==> config.mk <==
export PLATFORM = sky130hd
export DESIGN_NAME = debug_signal_unit
export DESIGN_NICKNAME = d
export VERILOG_FILES = /design/src/hdl/dbg_sig_pkg.sv /design/src/hdl/debug_signal_unit.sv
export VERILOG_INCLUDE_DIRS = /design/src /design/src/hdl
export SDC_FILE = /design/constraint.sdc
export NUM_CORES = 1
export LEC_CHECK = 0
export BUFFER_PORTS_ARGS = -buffer_cell sky130_fd_sc_hd__buf_4
export CAP_MARGIN = 15
export CORE_AREA = 8 8 183 185
export CTS_CLUSTER_SIZE = 30
export DETAILED_ROUTE_END_ITERATION = 7
export DIE_AREA = 0 0 191 193
export GPL_TIMING_DRIVEN = 0
export PLACE_DENSITY_LB_ADDON = 0.1
export SETUP_SLACK_MARGIN = 0.3
export SYNTH_ARGS = -nofsm -noshare
export SYNTH_HDL_FRONTEND = slang
export SYNTH_SLANG_ARGS = --single-unit
==> constraint.sdc <==
create_clock -name clk_i -period 2.65 [get_ports clk_i]
set_input_delay 0.1325 -clock clk_i [delete_from_list [all_inputs] [get_ports clk_i]]
set_output_delay 0.1325 -clock clk_i [all_outputs]
set_load 0.02 [all_outputs]
==> src/hdl/dbg_sig_cfg.svh <==
// Register map, field positions and reset values of the debug signal block.
// Assumes it is included by bare name wherever these names are needed.
`ifndef DBG_SIG_CFG_SVH
`define DBG_SIG_CFG_SVH

// ============================================================
// Register offsets (byte addresses on APB)
`define OFS_DBG_CTRL     12'h000
`define OFS_DBG_STATUS   12'h004
`define OFS_COMMS_RX     12'h008
`define OFS_COMMS_TX     12'h00c
`define OFS_WU_BASE      12'h010
`define WU_STRIDE        12'h010
`define WU_OFS_ADDR      12'h000
`define WU_OFS_AMASK     12'h004
`define WU_OFS_DATA      12'h008
`define WU_OFS_CTRL      12'h00c

// ============================================================
// Field positions
`define CTRL_REQ_BIT     1
`define CTRL_RESTART_BIT 2
`define WU_EN_BIT        0
`define WU_DCMP_BIT      1
`define WU_XUSE_BIT      2
`define WU_XVAL_BIT      3
`define WU_CTRL_W        4
`define ST_DEBUG_BIT     0
`define ST_ENABLE_BIT    1
`define ST_TRACK_BIT     2
`define ST_RXFULL_BIT    3
`define ST_TXEMPTY_BIT   4
`define ST_CAUSE_RQ_BIT  5
`define ST_CAUSE_BK_BIT  6
`define ST_CAUSE_WU_BIT  7

// ============================================================
// Reset values
`define RST_WORD         32'h0000_0000
`define RST_WU_CTRL      4'h0

`endif

==> src/hdl/dbg_sig_pkg.sv <==
// Types shared by the debug signal block and its bench.
// Assumes dbg_sig_cfg.svh supplies the register map.
package dbg_sig_pkg;

   // ============================================================
   // Debug state of the core, one-hot.
   typedef enum logic [1:0] {
      ST_RUN  = 2'b01,
      ST_HALT = 2'b10
   } dbg_state_t;

   // ============================================================
   // Core bus as seen by the watch units.
   typedef struct packed {
      logic        valid;
      logic [31:0] addr;
      logic [31:0] data;
   } core_bus_t;

   // Per-instruction report from the execute stage.
   typedef struct packed {
      logic done;
      logic cond_pass;
   } exec_report_t;

endpackage

==> src/hdl/debug_signal_unit.sv <==
// Debug signal block: comms channel flags, debug request and entry,
// two watch units, instruction-executed and tracking mode, APB registers.
// Assumes one 200 MHz clock, inputs synchronous to it, zero-wait APB.
//
// How it works
// - comms_rx_full_o high while the receive word is unread by the core.
// - comms_tx_empty_o high while the transmit buffer holds nothing.
// - debug_state_ack_o high exactly while the core is in debug state.
// - Debug enable low disables debug entry; the system keeps it high.
// - Internal request combines external request with control bit 1.
// - External request halts the core at the next instruction boundary unless tracking mode is on.
// - External data watch input can trigger debug entry.
// - External instruction break input can trigger debug entry.
// - Condition inputs 0 and 1 feed watch units 0 and 1.
// - instr_executed_o pulses the cycle after a passed, executed instr.
// - Watch unit match outputs ignore the unit enable bit.
// - Tracking mode input held high puts the block into tracking mode.
//
// The register addresses and the APB slave port were chosen for this implementation.
`timescale 1ns/1ps
`include "dbg_sig_cfg.svh"

module debug_signal_unit
   import dbg_sig_pkg::*;
#(
   parameter int NUM_WU = 2                      // Watch units.
)(
   input  wire logic        clk_i,                     // Core clock.
   input  wire logic        reset_n_i,                 // Async reset.
   input  wire logic        psel_i,                    // APB select.
   input  wire logic        penable_i,                 // APB enable.
   input  wire logic        pwrite_i,                  // APB write.
   input  wire logic [11:0] paddr_i,                   // APB address.
   input  wire logic [31:0] pwdata_i,                  // APB write data.
   output logic      [31:0] prdata_o,                  // APB read data.
   output logic             pready_o,                  // APB ready.
   output logic             pslverr_o,                 // APB error.
   input  wire core_bus_t   core_bus_i,                // Core bus.
   input  wire exec_report_t exec_i,                   // Execute report.
   input  wire logic        core_rx_read_i,            // Core reads rx.
   output logic      [31:0] core_rx_data_o,            // Rx word.
   input  wire logic        core_tx_write_i,           // Core writes tx.
   input  wire logic [31:0] core_tx_data_i,            // Tx word.
   input  wire logic        debug_features_enable_i,   // Debug enable.
   input  wire logic        external_debug_request_i,  // External request.
   input  wire logic        external_data_watch_i,     // External watch.
   input  wire logic        external_instr_break_i,    // External break.
   input  wire logic        watch_unit0_condition_i,   // Unit 0 condition.
   input  wire logic        watch_unit1_condition_i,   // Unit 1 condition.
   input  wire logic        tracking_mode_i,           // Tracking request.
   output logic             comms_rx_full_o,           // Rx unread.
   output logic             comms_tx_empty_o,          // Tx empty.
   output logic             debug_state_ack_o,         // In debug state.
   output logic             internal_debug_request_o,  // Request to core.
   output logic             instr_executed_o,          // Instr executed.
   output logic             watch_unit0_match_o,       // Unit 0 match.
   output logic             watch_unit1_match_o,       // Unit 1 match.
   output logic             core_halt_o,               // Stall core.
   output logic             tracking_active_o          // Tracking mode.
);

   // ============================================================
   // State
   dbg_state_t            state_r, state_nxt;
   logic                  req_bit_r, req_bit_nxt;
   logic [31:0]           rx_data_r, rx_data_nxt;
   logic                  rx_full_r, rx_full_nxt;
   logic [31:0]           tx_data_r, tx_data_nxt;
   logic                  tx_empty_r, tx_empty_nxt;
   logic [2:0]            cause_r, cause_nxt;
   logic [31:0]           prdata_r, prdata_nxt;
   logic                  pslverr_r, pslverr_nxt;
   logic                  int_req_r, int_req_nxt;
   logic                  exec_r, exec_nxt;
   logic [NUM_WU-1:0]     match_r, match_nxt;
   logic [31:0]           wu_addr_r  [NUM_WU];
   logic [31:0]           wu_addr_nxt [NUM_WU];
   logic [31:0]           wu_amask_r [NUM_WU];
   logic [31:0]           wu_amask_nxt [NUM_WU];
   logic [31:0]           wu_data_r  [NUM_WU];
   logic [31:0]           wu_data_nxt [NUM_WU];
   logic [`WU_CTRL_W-1:0] wu_ctrl_r  [NUM_WU];
   logic [`WU_CTRL_W-1:0] wu_ctrl_nxt [NUM_WU];

   logic [NUM_WU-1:0]     wu_cond;
   logic [NUM_WU-1:0]     wu_match;
   logic [NUM_WU-1:0]     wu_hit;
   logic                  setup_ph;
   logic                  access_ph;
   logic                  req_now;
   logic                  boundary;

   // ============================================================
   // Watch units
   assign wu_cond = {watch_unit1_condition_i, watch_unit0_condition_i};

   // The match is formed whether or not the unit is enabled, so that
   // external logic can chain units; only the hit is gated.
   for (genvar g = 0; g < NUM_WU; g++) begin : g_wu
      logic a_ok, d_ok, x_ok;
      assign a_ok = ((core_bus_i.addr ^ wu_addr_r[g]) & ~wu_amask_r[g])
                    == `RST_WORD;
      assign d_ok = !wu_ctrl_r[g][`WU_DCMP_BIT] ||
                    (core_bus_i.data == wu_data_r[g]);
      assign x_ok = !wu_ctrl_r[g][`WU_XUSE_BIT] ||
                    (wu_cond[g] == wu_ctrl_r[g][`WU_XVAL_BIT]);
      assign wu_match[g] = core_bus_i.valid && a_ok && d_ok && x_ok;
      assign wu_hit[g]   = wu_match[g] && wu_ctrl_r[g][`WU_EN_BIT];
   end

   // ============================================================
   // Bus phases and request
   assign setup_ph  = psel_i && !penable_i;
   assign access_ph = psel_i && penable_i;
   assign req_now   = external_debug_request_i || req_bit_r;
   assign boundary  = exec_i.done;

   // ============================================================
   // Next-state logic
   always_comb begin
      state_nxt   = state_r;
      req_bit_nxt = req_bit_r;
      rx_data_nxt = rx_data_r;
      rx_full_nxt = rx_full_r;
      tx_data_nxt = tx_data_r;
      tx_empty_nxt = tx_empty_r;
      cause_nxt   = cause_r;
      prdata_nxt  = prdata_r;
      pslverr_nxt = pslverr_r;
      for (int i = 0; i < NUM_WU; i++) begin
         wu_addr_nxt[i]  = wu_addr_r[i];
         wu_amask_nxt[i] = wu_amask_r[i];
         wu_data_nxt[i]  = wu_data_r[i];
         wu_ctrl_nxt[i]  = wu_ctrl_r[i];
      end
      int_req_nxt = req_now;
      exec_nxt    = exec_i.done && exec_i.cond_pass;
      match_nxt   = wu_match;

      // Core side of the comms channel: a core read clears, a core write
      // fills. Debugger accesses below are applied later so an rx fill wins; a taken core write keeps tx full.
      if (core_rx_read_i) begin
         rx_full_nxt = 1'b0;
      end
      if (tx_empty_r && core_tx_write_i) begin
         tx_data_nxt  = core_tx_data_i;
         tx_empty_nxt = 1'b0;
      end

      // Read data and error are staged in the setup cycle.
      if (setup_ph) begin
         prdata_nxt  = `RST_WORD;
         pslverr_nxt = 1'b0;
         if (paddr_i == `OFS_DBG_CTRL) begin
            prdata_nxt[`CTRL_REQ_BIT] = req_bit_r;
         end else if (paddr_i == `OFS_DBG_STATUS) begin
            prdata_nxt[`ST_DEBUG_BIT]   = (state_r == ST_HALT);
            prdata_nxt[`ST_ENABLE_BIT]  = debug_features_enable_i;
            prdata_nxt[`ST_TRACK_BIT]   = tracking_mode_i;
            prdata_nxt[`ST_RXFULL_BIT]  = rx_full_r;
            prdata_nxt[`ST_TXEMPTY_BIT] = tx_empty_r;
            prdata_nxt[`ST_CAUSE_WU_BIT:`ST_CAUSE_RQ_BIT] = cause_r;
         end else if (paddr_i == `OFS_COMMS_RX) begin
            prdata_nxt = rx_data_r;
         end else if (paddr_i == `OFS_COMMS_TX) begin
            prdata_nxt = tx_data_r;
         end else begin
            pslverr_nxt = 1'b1;
            for (int i = 0; i < NUM_WU; i++) begin
               if (paddr_i == 12'(`OFS_WU_BASE + i * `WU_STRIDE
                                  + `WU_OFS_ADDR)) begin
                  prdata_nxt  = wu_addr_r[i];
                  pslverr_nxt = 1'b0;
               end else if (paddr_i == 12'(`OFS_WU_BASE + i * `WU_STRIDE
                                         + `WU_OFS_AMASK)) begin
                  prdata_nxt  = wu_amask_r[i];
                  pslverr_nxt = 1'b0;
               end else if (paddr_i == 12'(`OFS_WU_BASE + i * `WU_STRIDE
                                         + `WU_OFS_DATA)) begin
                  prdata_nxt  = wu_data_r[i];
                  pslverr_nxt = 1'b0;
               end else if (paddr_i == 12'(`OFS_WU_BASE + i * `WU_STRIDE
                                         + `WU_OFS_CTRL)) begin
                  prdata_nxt[`WU_CTRL_W-1:0] = wu_ctrl_r[i];
                  pslverr_nxt = 1'b0;
               end
            end
         end
      end

      // Writes and read side effects take place at the access edge.
      if (access_ph && !pslverr_r) begin
         if (pwrite_i) begin
            if (paddr_i == `OFS_DBG_CTRL) begin
               req_bit_nxt = pwdata_i[`CTRL_REQ_BIT];
               if (pwdata_i[`CTRL_RESTART_BIT] && state_r == ST_HALT) begin
                  state_nxt = ST_RUN;
                  cause_nxt = 3'h0;
               end
            end else if (paddr_i == `OFS_COMMS_RX) begin
               rx_data_nxt = pwdata_i;
               rx_full_nxt = 1'b1;
            end else begin
               for (int i = 0; i < NUM_WU; i++) begin
                  if (paddr_i == 12'(`OFS_WU_BASE + i * `WU_STRIDE
                                     + `WU_OFS_ADDR)) begin
                     wu_addr_nxt[i] = pwdata_i;
                  end else if (paddr_i == 12'(`OFS_WU_BASE + i * `WU_STRIDE
                                            + `WU_OFS_AMASK)) begin
                     wu_amask_nxt[i] = pwdata_i;
                  end else if (paddr_i == 12'(`OFS_WU_BASE + i * `WU_STRIDE
                                            + `WU_OFS_DATA)) begin
                     wu_data_nxt[i] = pwdata_i;
                  end else if (paddr_i == 12'(`OFS_WU_BASE + i * `WU_STRIDE
                                            + `WU_OFS_CTRL)) begin
                     wu_ctrl_nxt[i] = pwdata_i[`WU_CTRL_W-1:0];
                  end
               end
            end
         end else if (paddr_i == `OFS_COMMS_TX) begin
            // Only a core write taken in the same cycle keeps it full.
            tx_empty_nxt = !(tx_empty_r && core_tx_write_i);
         end
      end

      // Debug entry is only ever taken at an instruction boundary.
      case (state_r)
         ST_RUN: begin
            if (debug_features_enable_i && boundary &&
                (req_now || external_instr_break_i ||
                 external_data_watch_i || |wu_hit)) begin
               state_nxt = ST_HALT;
               cause_nxt = {external_data_watch_i || |wu_hit,
                            external_instr_break_i, req_now};
            end
         end
         ST_HALT: begin
            if (!debug_features_enable_i) begin
               state_nxt = ST_RUN;
               cause_nxt = 3'h0;
            end
         end
         default: begin
            state_nxt = ST_RUN;
         end
      endcase
   end

   // ============================================================
   // Registers
   always_ff @(posedge clk_i or negedge reset_n_i) begin
      if (!reset_n_i) begin
         state_r    <= ST_RUN;
         req_bit_r  <= 1'b0;
         rx_data_r  <= `RST_WORD;
         rx_full_r  <= 1'b0;
         tx_data_r  <= `RST_WORD;
         tx_empty_r <= 1'b1;
         cause_r    <= 3'h0;
         prdata_r   <= `RST_WORD;
         pslverr_r  <= 1'b0;
         int_req_r  <= 1'b0;
         exec_r     <= 1'b0;
         match_r    <= '0;
         for (int i = 0; i < NUM_WU; i++) begin
            wu_addr_r[i]  <= `RST_WORD;
            wu_amask_r[i] <= `RST_WORD;
            wu_data_r[i]  <= `RST_WORD;
            wu_ctrl_r[i]  <= `RST_WU_CTRL;
         end
      end else begin
         state_r    <= state_nxt;
         req_bit_r  <= req_bit_nxt;
         rx_data_r  <= rx_data_nxt;
         rx_full_r  <= rx_full_nxt;
         tx_data_r  <= tx_data_nxt;
         tx_empty_r <= tx_empty_nxt;
         cause_r    <= cause_nxt;
         prdata_r   <= prdata_nxt;
         pslverr_r  <= pslverr_nxt;
         int_req_r  <= int_req_nxt;
         exec_r     <= exec_nxt;
         match_r    <= match_nxt;
         for (int i = 0; i < NUM_WU; i++) begin
            wu_addr_r[i]  <= wu_addr_nxt[i];
            wu_amask_r[i] <= wu_amask_nxt[i];
            wu_data_r[i]  <= wu_data_nxt[i];
            wu_ctrl_r[i]  <= wu_ctrl_nxt[i];
         end
      end
   end

   // ============================================================
   // Outputs
   assign prdata_o                 = prdata_r;
   assign pready_o                 = 1'b1;
   assign pslverr_o                = pslverr_r && access_ph;
   assign core_rx_data_o           = rx_data_r;
   assign comms_rx_full_o          = rx_full_r;
   assign comms_tx_empty_o         = tx_empty_r;
   assign debug_state_ack_o        = (state_r == ST_HALT);
   assign internal_debug_request_o = int_req_r;
   assign instr_executed_o         = exec_r;
   assign watch_unit0_match_o      = match_r[0];
   assign watch_unit1_match_o      = match_r[1];
   // In tracking mode the core keeps running while debug state is shown.
   assign core_halt_o       = debug_state_ack_o && !tracking_mode_i;
   assign tracking_active_o = tracking_mode_i;

endmodule // debug_signal_unit

# Yosys cells after proc, flatten, opt, wreduce, memory -nomap -nowiden
# Index checks and enable logic that the tools add are counted.
# classes
n_eq_ne,17
n_reduce_logical,49
n_mux,52
n_bitwise,14
# op_table
cell,count
2-to-1 mux 32 bit,6
AND 32 bit,2
== test 32 bit,2
zero test 32 bit,2
NOT 32 bit,2
XOR 32 bit,2
2-to-1 mux 28 bit,2
"== test 12 x 5 -> 1 bit, second input constant",4
"== test 12 x 6 -> 1 bit, second input constant",4
2-to-1 mux 30 bit,1
"== test 12 x 4 -> 1 bit, second input constant",2
2-to-1 mux 24 bit,1
2-to-1 mux 1 bit,23
logical AND 1 bit,18
2-to-1 mux 3 bit,6
2-to-1 mux 4 bit,4
AND reduction 8 bit,2
AND reduction 7 bit,2
"== test 12 x 3 -> 1 bit, second input constant",1
zero test 12 bit,1
2-to-1 mux 2 bit,6
AND reduction 6 bit,2
AND reduction 5 bit,2
logical OR 1 bit,9
other kinds (11),26
# word_totals
inputBits,157
elab_cells,152
regBits,309

# Logic depth before layout (Yosys ltp)
# Gate-level depths: netlist (run 1).
# logic_depth
ltp_word,13
mapped_depth,9
depth_no_buf,7

# Worst setup path before layout (run 1)
# OpenSTA, ideal clock, no wires.
# synth_timing
kind,flip-flop to flip-flop
start,register state_r[0]
end,register cause_r[1]
arrival_time_ps,1858
t_required_ps,2526
stages_incl_launch_ff,8
period_less_slack_ps,1982
setup_slack_ps,668
setup_ps,124
cell_sequence,dfstp_2 > inv_1 > ha_1 > clkbuf_1 > a221o_1 > or2_2 > nor2b_1 > o31a_1
# synth_via
elab_chain_cells,8
word_cells_on_any_way,10
# synth_lines
item,line,text
start: declaration,debug_signal_unit.sv:64,"dbg_state_t state_r, state_nxt;"
start signal: assignment,debug_signal_unit.sv:272,state_r <= state_nxt;
== test 2 bit (*),-,
via debug_state_ack_o,debug_signal_unit.sv:53,"output logic debug_state_ack_o,"
logical AND 1 bit,debug_signal_unit.sv:196,if (pwdata_i[`CTRL_RESTART_BIT] && state_r == ST_HALT) begin
2-to-1 mux 3 bit,debug_signal_unit.sv:196,
2-to-1 mux 3 bit,debug_signal_unit.sv:194,if (paddr_i == `OFS_DBG_CTRL) begin
2-to-1 mux 3 bit,debug_signal_unit.sv:193,if (pwrite_i) begin
2-to-1 mux 3 bit,debug_signal_unit.sv:192,if (access_ph && !pslverr_r) begin
2-to-1 mux 3 bit (on tied branches),"debug_signal_unit.sv:238, debug_signal_unit.sv:229",
case mux 3 bit (2 select lines) (*),debug_signal_unit.sv:227,case (state_r)
via cause_nxt[1],debug_signal_unit.sv:70,"logic [2:0] cause_r, cause_nxt;"
end signal: assignment,debug_signal_unit.sv:278,cause_r <= cause_nxt;
end: declaration,debug_signal_unit.sv:70,
# The timed path passes the listed nets; every way through them passes the cells marked *.
# A chain may end at the register's enable or synchronous reset.

# Final worst setup path (run 1)
# layout_timing
start,register wu_addr_r[2] in the netlist's numbering
end,register state_r[0]
# layout_via
elab_chain_cells,12
# layout_lines
item,line,text
start: declaration,debug_signal_unit.sv:76,logic [31:0] wu_addr_r [NUM_WU];
start signal: indexed assignment,debug_signal_unit.sv:266,wu_addr_r[i] <= `RST_WORD;
start signal: indexed assignment,debug_signal_unit.sv:285,wu_addr_r[i] <= wu_addr_nxt[i];
XOR 32 bit,debug_signal_unit.sv:101,assign a_ok = ((core_bus_i.addr ^ wu_addr_r[g]) & ~wu_amask_r[g])
AND 32 bit,debug_signal_unit.sv:101,
zero test 32 bit (no source line),-,
logical AND 1 bit (3 in a row),debug_signal_unit.sv:107,assign wu_match[g] = core_bus_i.valid && a_ok && d_ok && x_ok;
logical AND 1 bit,debug_signal_unit.sv:108,assign wu_hit[g] = wu_match[g] && wu_ctrl_r[g][`WU_EN_BIT];
OR reduction 2 bit,debug_signal_unit.sv:231,external_data_watch_i || |wu_hit)) begin
logical OR 1 bit,debug_signal_unit.sv:231,
logical AND 1 bit,debug_signal_unit.sv:229,if (debug_features_enable_i && boundary &&
2-to-1 mux 2 bit,debug_signal_unit.sv:229,
case mux 2 bit (2 select lines),debug_signal_unit.sv:227,
via state_nxt[0],debug_signal_unit.sv:64,
# The timed path passes the listed nets, and every way through them passes these cells.

==> metrics, run 1 <==
FFs w/ async S/R, synth=1.00; required time worst endpoint=approximately 3000 ps; maximum VDD drop=558 uV; Total GRT Usage=0.307; count leader, synth=dfrtp_1; net switching power=roughly 2.6 mW; DRC=0; Initial Util=0.488; Die X=around 190 um; core area=between 30000 and 40000 sq um; clock root buffer=clkbuf_16; Hold WS=around 36 ps; Post-synth top flop=dfrtp_1; fin crit period=around 2300 ps; RSZ-0062 raised after global routing=yes; Clock power frac=0.466; Int Pwr=~8.3 mW; post-route cell area=between 15000 and 20000 sq um; Reg2Reg Launch Point=wu_addr_r[2]; reg2reg end=state_r[0]; Cells after DPL=around 1800; Syn Nets=1374; CTS tree=yes; Flop pwr share=0.439; Max Clk Rate=around 430 MHz; Die ar.=around 37000 sq um; initial antenna violation count=1; worst min-delay path category=in2reg; first-pass iteration count of the detailed router=5; setup TNS=0 ps; critical path peak fanout=4; # Max-Cap Violations=0; top cells by count, synth=dfrtp_1 (307), mux2_2 (260), xnor2_1 (96), nand2_1 (72), a22oi_1 (55); status=finished, final reports clean; fin crit share=0.885; count of final setup violators=0; startpoint types=flop; critical path class=reg2reg; FP Rows=65; pwr/cell area=~550 nW/um^2; port bufs=between 200 and 250; HPWL Detailed=42400 um; GP Congestion=0.959; DIE HEIGHT=193 um; vias=around 12000; final net count=1721; Worst Setup Slack, final=305 ps; synthesized area=15000 sq um; ant diodes=0; IO Pins=232; Ys Warns=0; number of vias per cell=approximately 6.1; switch share=0.236; H-tree depth=2; sequential-to-total area share from yosys stat=0.515; area growth from synthesis to layout=31.0%; Worst R2R Path Depth=8; share of the synthesized area in the top cell type=0.511; #FFs+latches synth=~310; Max Slew Vio Count=0; Leak=between 9 and 10 nW; Comb pwr share=0.095; CTS Buf Count=35; Post-Layout Cell Count=roughly 2000; fraction of layout cells with a size suffix above 1=0.410; final wirelength=approximately 57000 um; total clock sinks=309; internal reg-to-reg setup slack=~310 ps; Placed Area=17300 sq um; Syn Inst Count=between 1000 and 1500; Arrival @ worst endpoint=about 2800 ps; antenna-violating nets left=0; Synth area leaders=dfrtp_1 (51%), mux2_2 (19%), xnor2_1 (5.6%); hold depth=4; Yosys top cell by area=dfrtp_1; Slew @ Worst Pin=a little over 1000 ps; Syn Area/Cell=12.4 sq um; clk slew on worst S/H paths=around 60 ps; clk buf depth=3; Post-synth EDFFs=0; Final Skew=19.0 ps; first-pass GRT wire length=approximately 83000 um; number of global-route vias before repair=12600; Routed WL per cell=28.6 um; DP Worst Slack=-644 ps; Worst Hold Launch=tracking_mode_i; clock latency on the worst-skew pair=~530 ps; Iter 0 DRT Violations=~1100; Crit. End Element=flop; largest net degree at the start of global routing=around 120; grt ovf=0; Hold Fails Final Rpt=0; Max-slew headroom=0.311; Synth cell types=63; WHS Endpoint=prdata_o[2]
-- registers in the layout (all words and copies together) (netlist names), 2 cells and up --
| signal | flops |
|---|---|
| prdata_o | 32 |
| cause_r | 3 |
| wu_ctrl_r | 8 |
| wu_addr_r | 64 |
| tx_data_r | 32 |
| state_r | 2 |
| wu_amask_r | 64 |
| wu_data_r | 64 |
| match_r | 2 |
| core_rx_data_o | 32 |
-- stage by stage --
| step | util | power [mW] |
|---|---|---|
| after floorplan | - | 5.22 |
| after global placement | 0.560 | 5.76 |
| after detailed placement | 0.562 | 5.79 |
| after CTS | 0.631 | 11.0 |
| after global routing | 0.639 | 11.3 |
| final | 0.639 | 10.9 |
-- cells in the final DEF (no fill, tap or decap), types with 18 or more instances in the layout --
cell,instances
clkbuf_16,36
dlygate4sd3_1,74
o21ai_0,41
o22ai_1,32
xnor2_1,78
buf_4,251
a22o_1,25
nand4_1,18
nor2_1,18
mux2_2,260
nand2_1,72
clkbuf_1,31
a2111oi_0,23
xor2_1,34
dfrtp_1,307
a22oi_1,55
-- routing by layer --
layer,up-vias,track usage,wire [um]
met5,-,0,13
met4,2,0.148,2620
met3,130,0.0714,4430
met2,508,0.485,26500
met1,6164,0.395,23400
li1,5256,-,-
-- timing repair --
item                                    CTS  global route
endpoints found under the setup margin  118           144
pin swaps                                 3            13
buffers inserted                          2             4
resized for setup                        39            43
hold endpoints to repair                336             0
hold buffers                             74             0
-- power by group through the flow --
stage	clock network, mW	logic [mW]	registers [mW]
floorplan	0	0.348	4.88
global placement	0	0.890	4.87
detailed placement	0	0.911	4.88
CTS	5.17	1.01	4.79
global route	5.36	1.11	4.79
finish	5.09	1.04	4.79
-- cells by family after synthesis --
group           share of synthesized area
mux                                 0.206
compound gates                      0.118
fa+ha+maj                         0.00166
buf+inv                            0.0226
xor+xnor                           0.0757
flops                               0.515
simple gates                       0.0618
other cells                      0.000249
-- final cells by class --
| class | instances | area (sq um) |
|---|---|---|
| fill | 2477 | 11100 |
| sequential | 309 | 7730 |
| multi-input combinational | 835 | 7320 |
| timing repair buffer | 310 | 2560 |
| clock buffer | 53 | 1000 |
| tap | 402 | 503 |
| buffer | 65 | 345 |
| clock inverter | 10 | 194 |
| inverter | 6 | 22.5 |
-- critical path: stages (launching register included) --
cell	delay, ps
dfrtp_1	420
xnor2_1	280
o22ai_2	170
nor3_2	350
nand3_2	200
nor4_4	240
buf_4	200
nor4_4	60
o41a_1	320
-- worst max-delay path by stage --
| stage | startpoint | slack, ps | endpoint |
|---|---|---|---|
| floorplan | state_r[0] | 670 | cause_r[1] |
| global placement | reset_n_i | -1500 | core_rx_data_o[20] |
| detailed placement | wu_data_r[23] | -640 | state_r[0] |
| CTS | pslverr_r | 280 | wu_addr_r[27] |
| global route | wu_addr_r[2] | 240 | state_r[0] |
| finish | wu_addr_r[2] | 310 | state_r[0] |
(Power assumes the default switching activity.)
==> inputs of run 2 (changes only) <==
- PLACE_DENSITY: default -> 0.76
- PLACE_DENSITY_LB_ADDON: 0.1 -> default
==> run 2 against run 1 <==
Compared with the run above: non-clock buffer count did not move; critical path depth did not move; cell count rose by 0.10%; utilization fell by 0.66 points; flip-flop and latch count did not move; global-route usage fell by 0.48 points; first-iteration DRC count rose by 32%; wire length fell by 0.77%; via count rose by 2.6%; combinational power barely moved; clock-buffer cell count fell by 3; critical path type unchanged; largest cell class unchanged.
==> metrics, run 2 (synthesized netlist as in run 1, its figures left out) <==
Final Skew=12.1 ps (was 19.0 ps); core area=30800 sq um (unchanged); CP max-delay cell=xnor2_1 (was dfrtp_1); DIE HEIGHT=193 um (unchanged); Iter 0 DRT Violations=1414 (was 1073); critical path peak fanout=4 (unchanged); fraction of layout cells with a size suffix above 1=0.399 (was 0.410); worst min-delay path category=in2reg (unchanged); Max Clk Rate=417 MHz (was 426 MHz); commonest non-fill, non-tap cell in the layout=dfrtp_1 (unchanged); Die X=191 um (unchanged); FP Rows=65 (unchanged); HPWL Detailed=41900 um (was 42400 um); IO Pins=232 (unchanged); largest net degree at the start of global routing=91 (was 119); required time worst endpoint=3050 ps (was 3080 ps); Max Slew Vio Count=0 (unchanged); CP endpoint=cause_r[1] (was state_r[0]); area growth from synthesis to layout=29.6% (was 31.0%); startpoint types=flop (unchanged); final wirelength=56500 um (was 57000 um); Crit. End Element=flop (unchanged); Post-Layout Cell Count=1992 (was 1990); Filler cells=2372 (was 2477); Leak=9.43 nW (was 9.50 nW); Int Pwr=8.14 mW (was 8.34 mW); number of vias per cell=6.21 (was 6.06); multi-input logic area=7130 sq um (was 7320 sq um); crit path buf inv count=1 (unchanged); Global Route met1 Usage=0.387 (was 0.395); Critical Path, Cell by Cell=xnor2_1 -> o22ai_1 -> nor4_1 -> nand3_1 -> nor4_2 -> buf_4 -> nor4_2 -> o31a_1 (was xnor2_1 -> o22ai_2 -> nor3_2 -> nand3_2 -> nor4_4 -> buf_4 -> nor4_4 -> o41a_1); Cells after DPL=1848 (was 1847); Die ar.=36900 sq um (unchanged); most frequent cells in the layout=dfrtp_1 (307), mux2_2 (260), buf_4 (247), xnor2_1 (86), dlygate4sd3_1 (73) (was dfrtp_1 (307), mux2_2 (260), buf_4 (251), xnor2_1 (78), dlygate4sd3_1 (74)); CTS tree=yes (unchanged); status=finished, final reports clean (unchanged); CTS Buf Count=36 (was 35); Initial Util=0.488 (unchanged); met2 global-route usage=0.490 (was 0.485); net switching power=2.61 mW (was 2.58 mW); CP Depth=8 (unchanged); Worst R2R Path Depth=8 (unchanged); Crit. Startpoint=wu_addr_r[26] (was wu_addr_r[2]); initial antenna violation count=1 (unchanged); GP Congestion=0.939 (was 0.959); Slew @ Worst Pin=1000 ps (was 1030 ps); final net count=1722 (was 1721); grt ovf=0 (unchanged); Hold Fails Final Rpt=0 (unchanged); first-pass GRT wire length=82300 um (was 82700 um); Comb pwr share=0.096 (was 0.095); clk buf depth=3 (unchanged); clock root buffer=clkbuf_16 (unchanged); Routed WL per cell=28.4 um (was 28.6 um); clock latency on the worst-skew pair=520 ps (was 530 ps); DRC=0 (unchanged); H-tree depth=2 (unchanged); total clock sinks=309 (unchanged); Clock power frac=0.459 (was 0.466); clk slew on worst S/H paths=60 ps (about the same); Util after Layout=0.632 (was 0.639); post-route cell area=19500 sq um (was 19700 sq um); register area=7730 sq um (unchanged); cell family with most CP delay=simple AND/OR/NAND/NOR gates (unchanged); most used cell, CP=nor4_2 (was nor4_4); leading registers by flop count=wu_addr_r (64), wu_amask_r (64), wu_data_r (64) (unchanged); port bufs=228 (unchanged); met3 Use GR=0.0665 (was 0.0714); Placed Area=17300 sq um (about the same); pwr/cell area=552 nW/um^2 (was 555 nW/um^2); antenna-violating nets left=0 (unchanged); # Max-Cap Violations=0 (unchanged); Arrival @ worst endpoint=2800 ps (was 2770 ps); fin crit period=2400 ps (was 2340 ps); Reg2Reg Launch Point=wu_addr_r[26] (was wu_addr_r[2]); fin crit share=0.905 (was 0.885); count of final setup violators=0 (unchanged); critical path class=reg2reg (unchanged); number of global-route vias before repair=12700 (was 12600); reg2reg end=cause_r[1] (was state_r[0]); switch share=0.243 (was 0.236); GRT busiest layer=met2 (unchanged); Flop pwr share=0.445 (was 0.439); Total GRT Usage=0.302 (was 0.307); vias=12400 (was 12100); first-pass iteration count of the detailed router=6 (was 5); maximum VDD drop=383 uV (was 558 uV); Max-slew headroom=0.331 (was 0.311); hold depth=2 (was 4); RSZ-0062 raised after global routing=yes (unchanged); Worst path max stage delay=440 ps (was 420 ps); internal reg-to-reg setup slack=250 ps (was 310 ps); Tot Pwr=10.8 mW (was 10.9 mW)
==> run 2: cell types whose count changed in the layout (fill, tap and decap cells not counted), moves of 3 or more <==
cell and change:
clkinv_2 +7, xnor2_2 -6, clkbuf_1 -3, nor4_1 +4, buf_4 -4, xnor2_1 +8, nor4_4 -4, clkbuf_2 -3
bufinv_16 -3
==> run 2: what timing repair did <==
item | 4_1_cts | 5_1_grt
hold buffers | 73 | 0
setup buffers | 1 | 5
hold endpoints to repair | 383 | 0
resized for setup | 14 | 32
endpoints found under the setup margin | 53 | 169
pin swaps | 1 | 5
==> run 2: metal layers <==
layer  vias up  share of wire
li1       5232              -
met1      6269           0.39
met2       704           0.47
met3       165          0.090
met4         0          0.048
met5         -              0
==> run 2: how the worst min path moves through the flow <==
stage / from / end / slack [ps]
after global routing: pwdata_i[2] / wu_data_r[2] / 50
after detailed placement: reset_n_i / tx_data_r[1] / 60
final: pwdata_i[2] / wu_data_r[2] / 30
after floorplan: reset_n_i / cause_r[0] / -160
after global placement: pwrite_i / comms_tx_empty_o / 300
after CTS: pwdata_i[2] / wu_data_r[2] / 9
==> run 2: stage by stage <==
step,setup TNS [ps],hold WS [ps],setup slack (ps)
floorplan,0,-163,668
global placement,-415970,300,-1350
detailed placement,-12610,55.4,-625
CTS,0,9.31,285
global route,0,49.9,121
finish,0,29.5,253
==> run 2: layout make-up <==
class                      count  share of cell area
antenna                        1            0.000128
buffer                        65              0.0174
clock buffer                  50              0.0531
clock inverter                14             0.00661
inverter                       6             0.00116
multi-input combinational    835               0.366
sequential                   309               0.397
tap                          402              0.0258
timing repair buffer         310               0.133
==> run 2: power groups by stage <==
stage / clock network [mW] / registers, mW / logic [mW]
2_1_floorplan: 0 / 4.88 / 0.348
3_3_place_gp: 0 / 4.87 / 0.886
3_5_place_dp: 0 / 4.87 / 0.918
4_1_cts: 4.95 / 4.79 / 1.01
5_1_grt: 5.15 / 4.79 / 1.11
6_report: 4.94 / 4.79 / 1.03
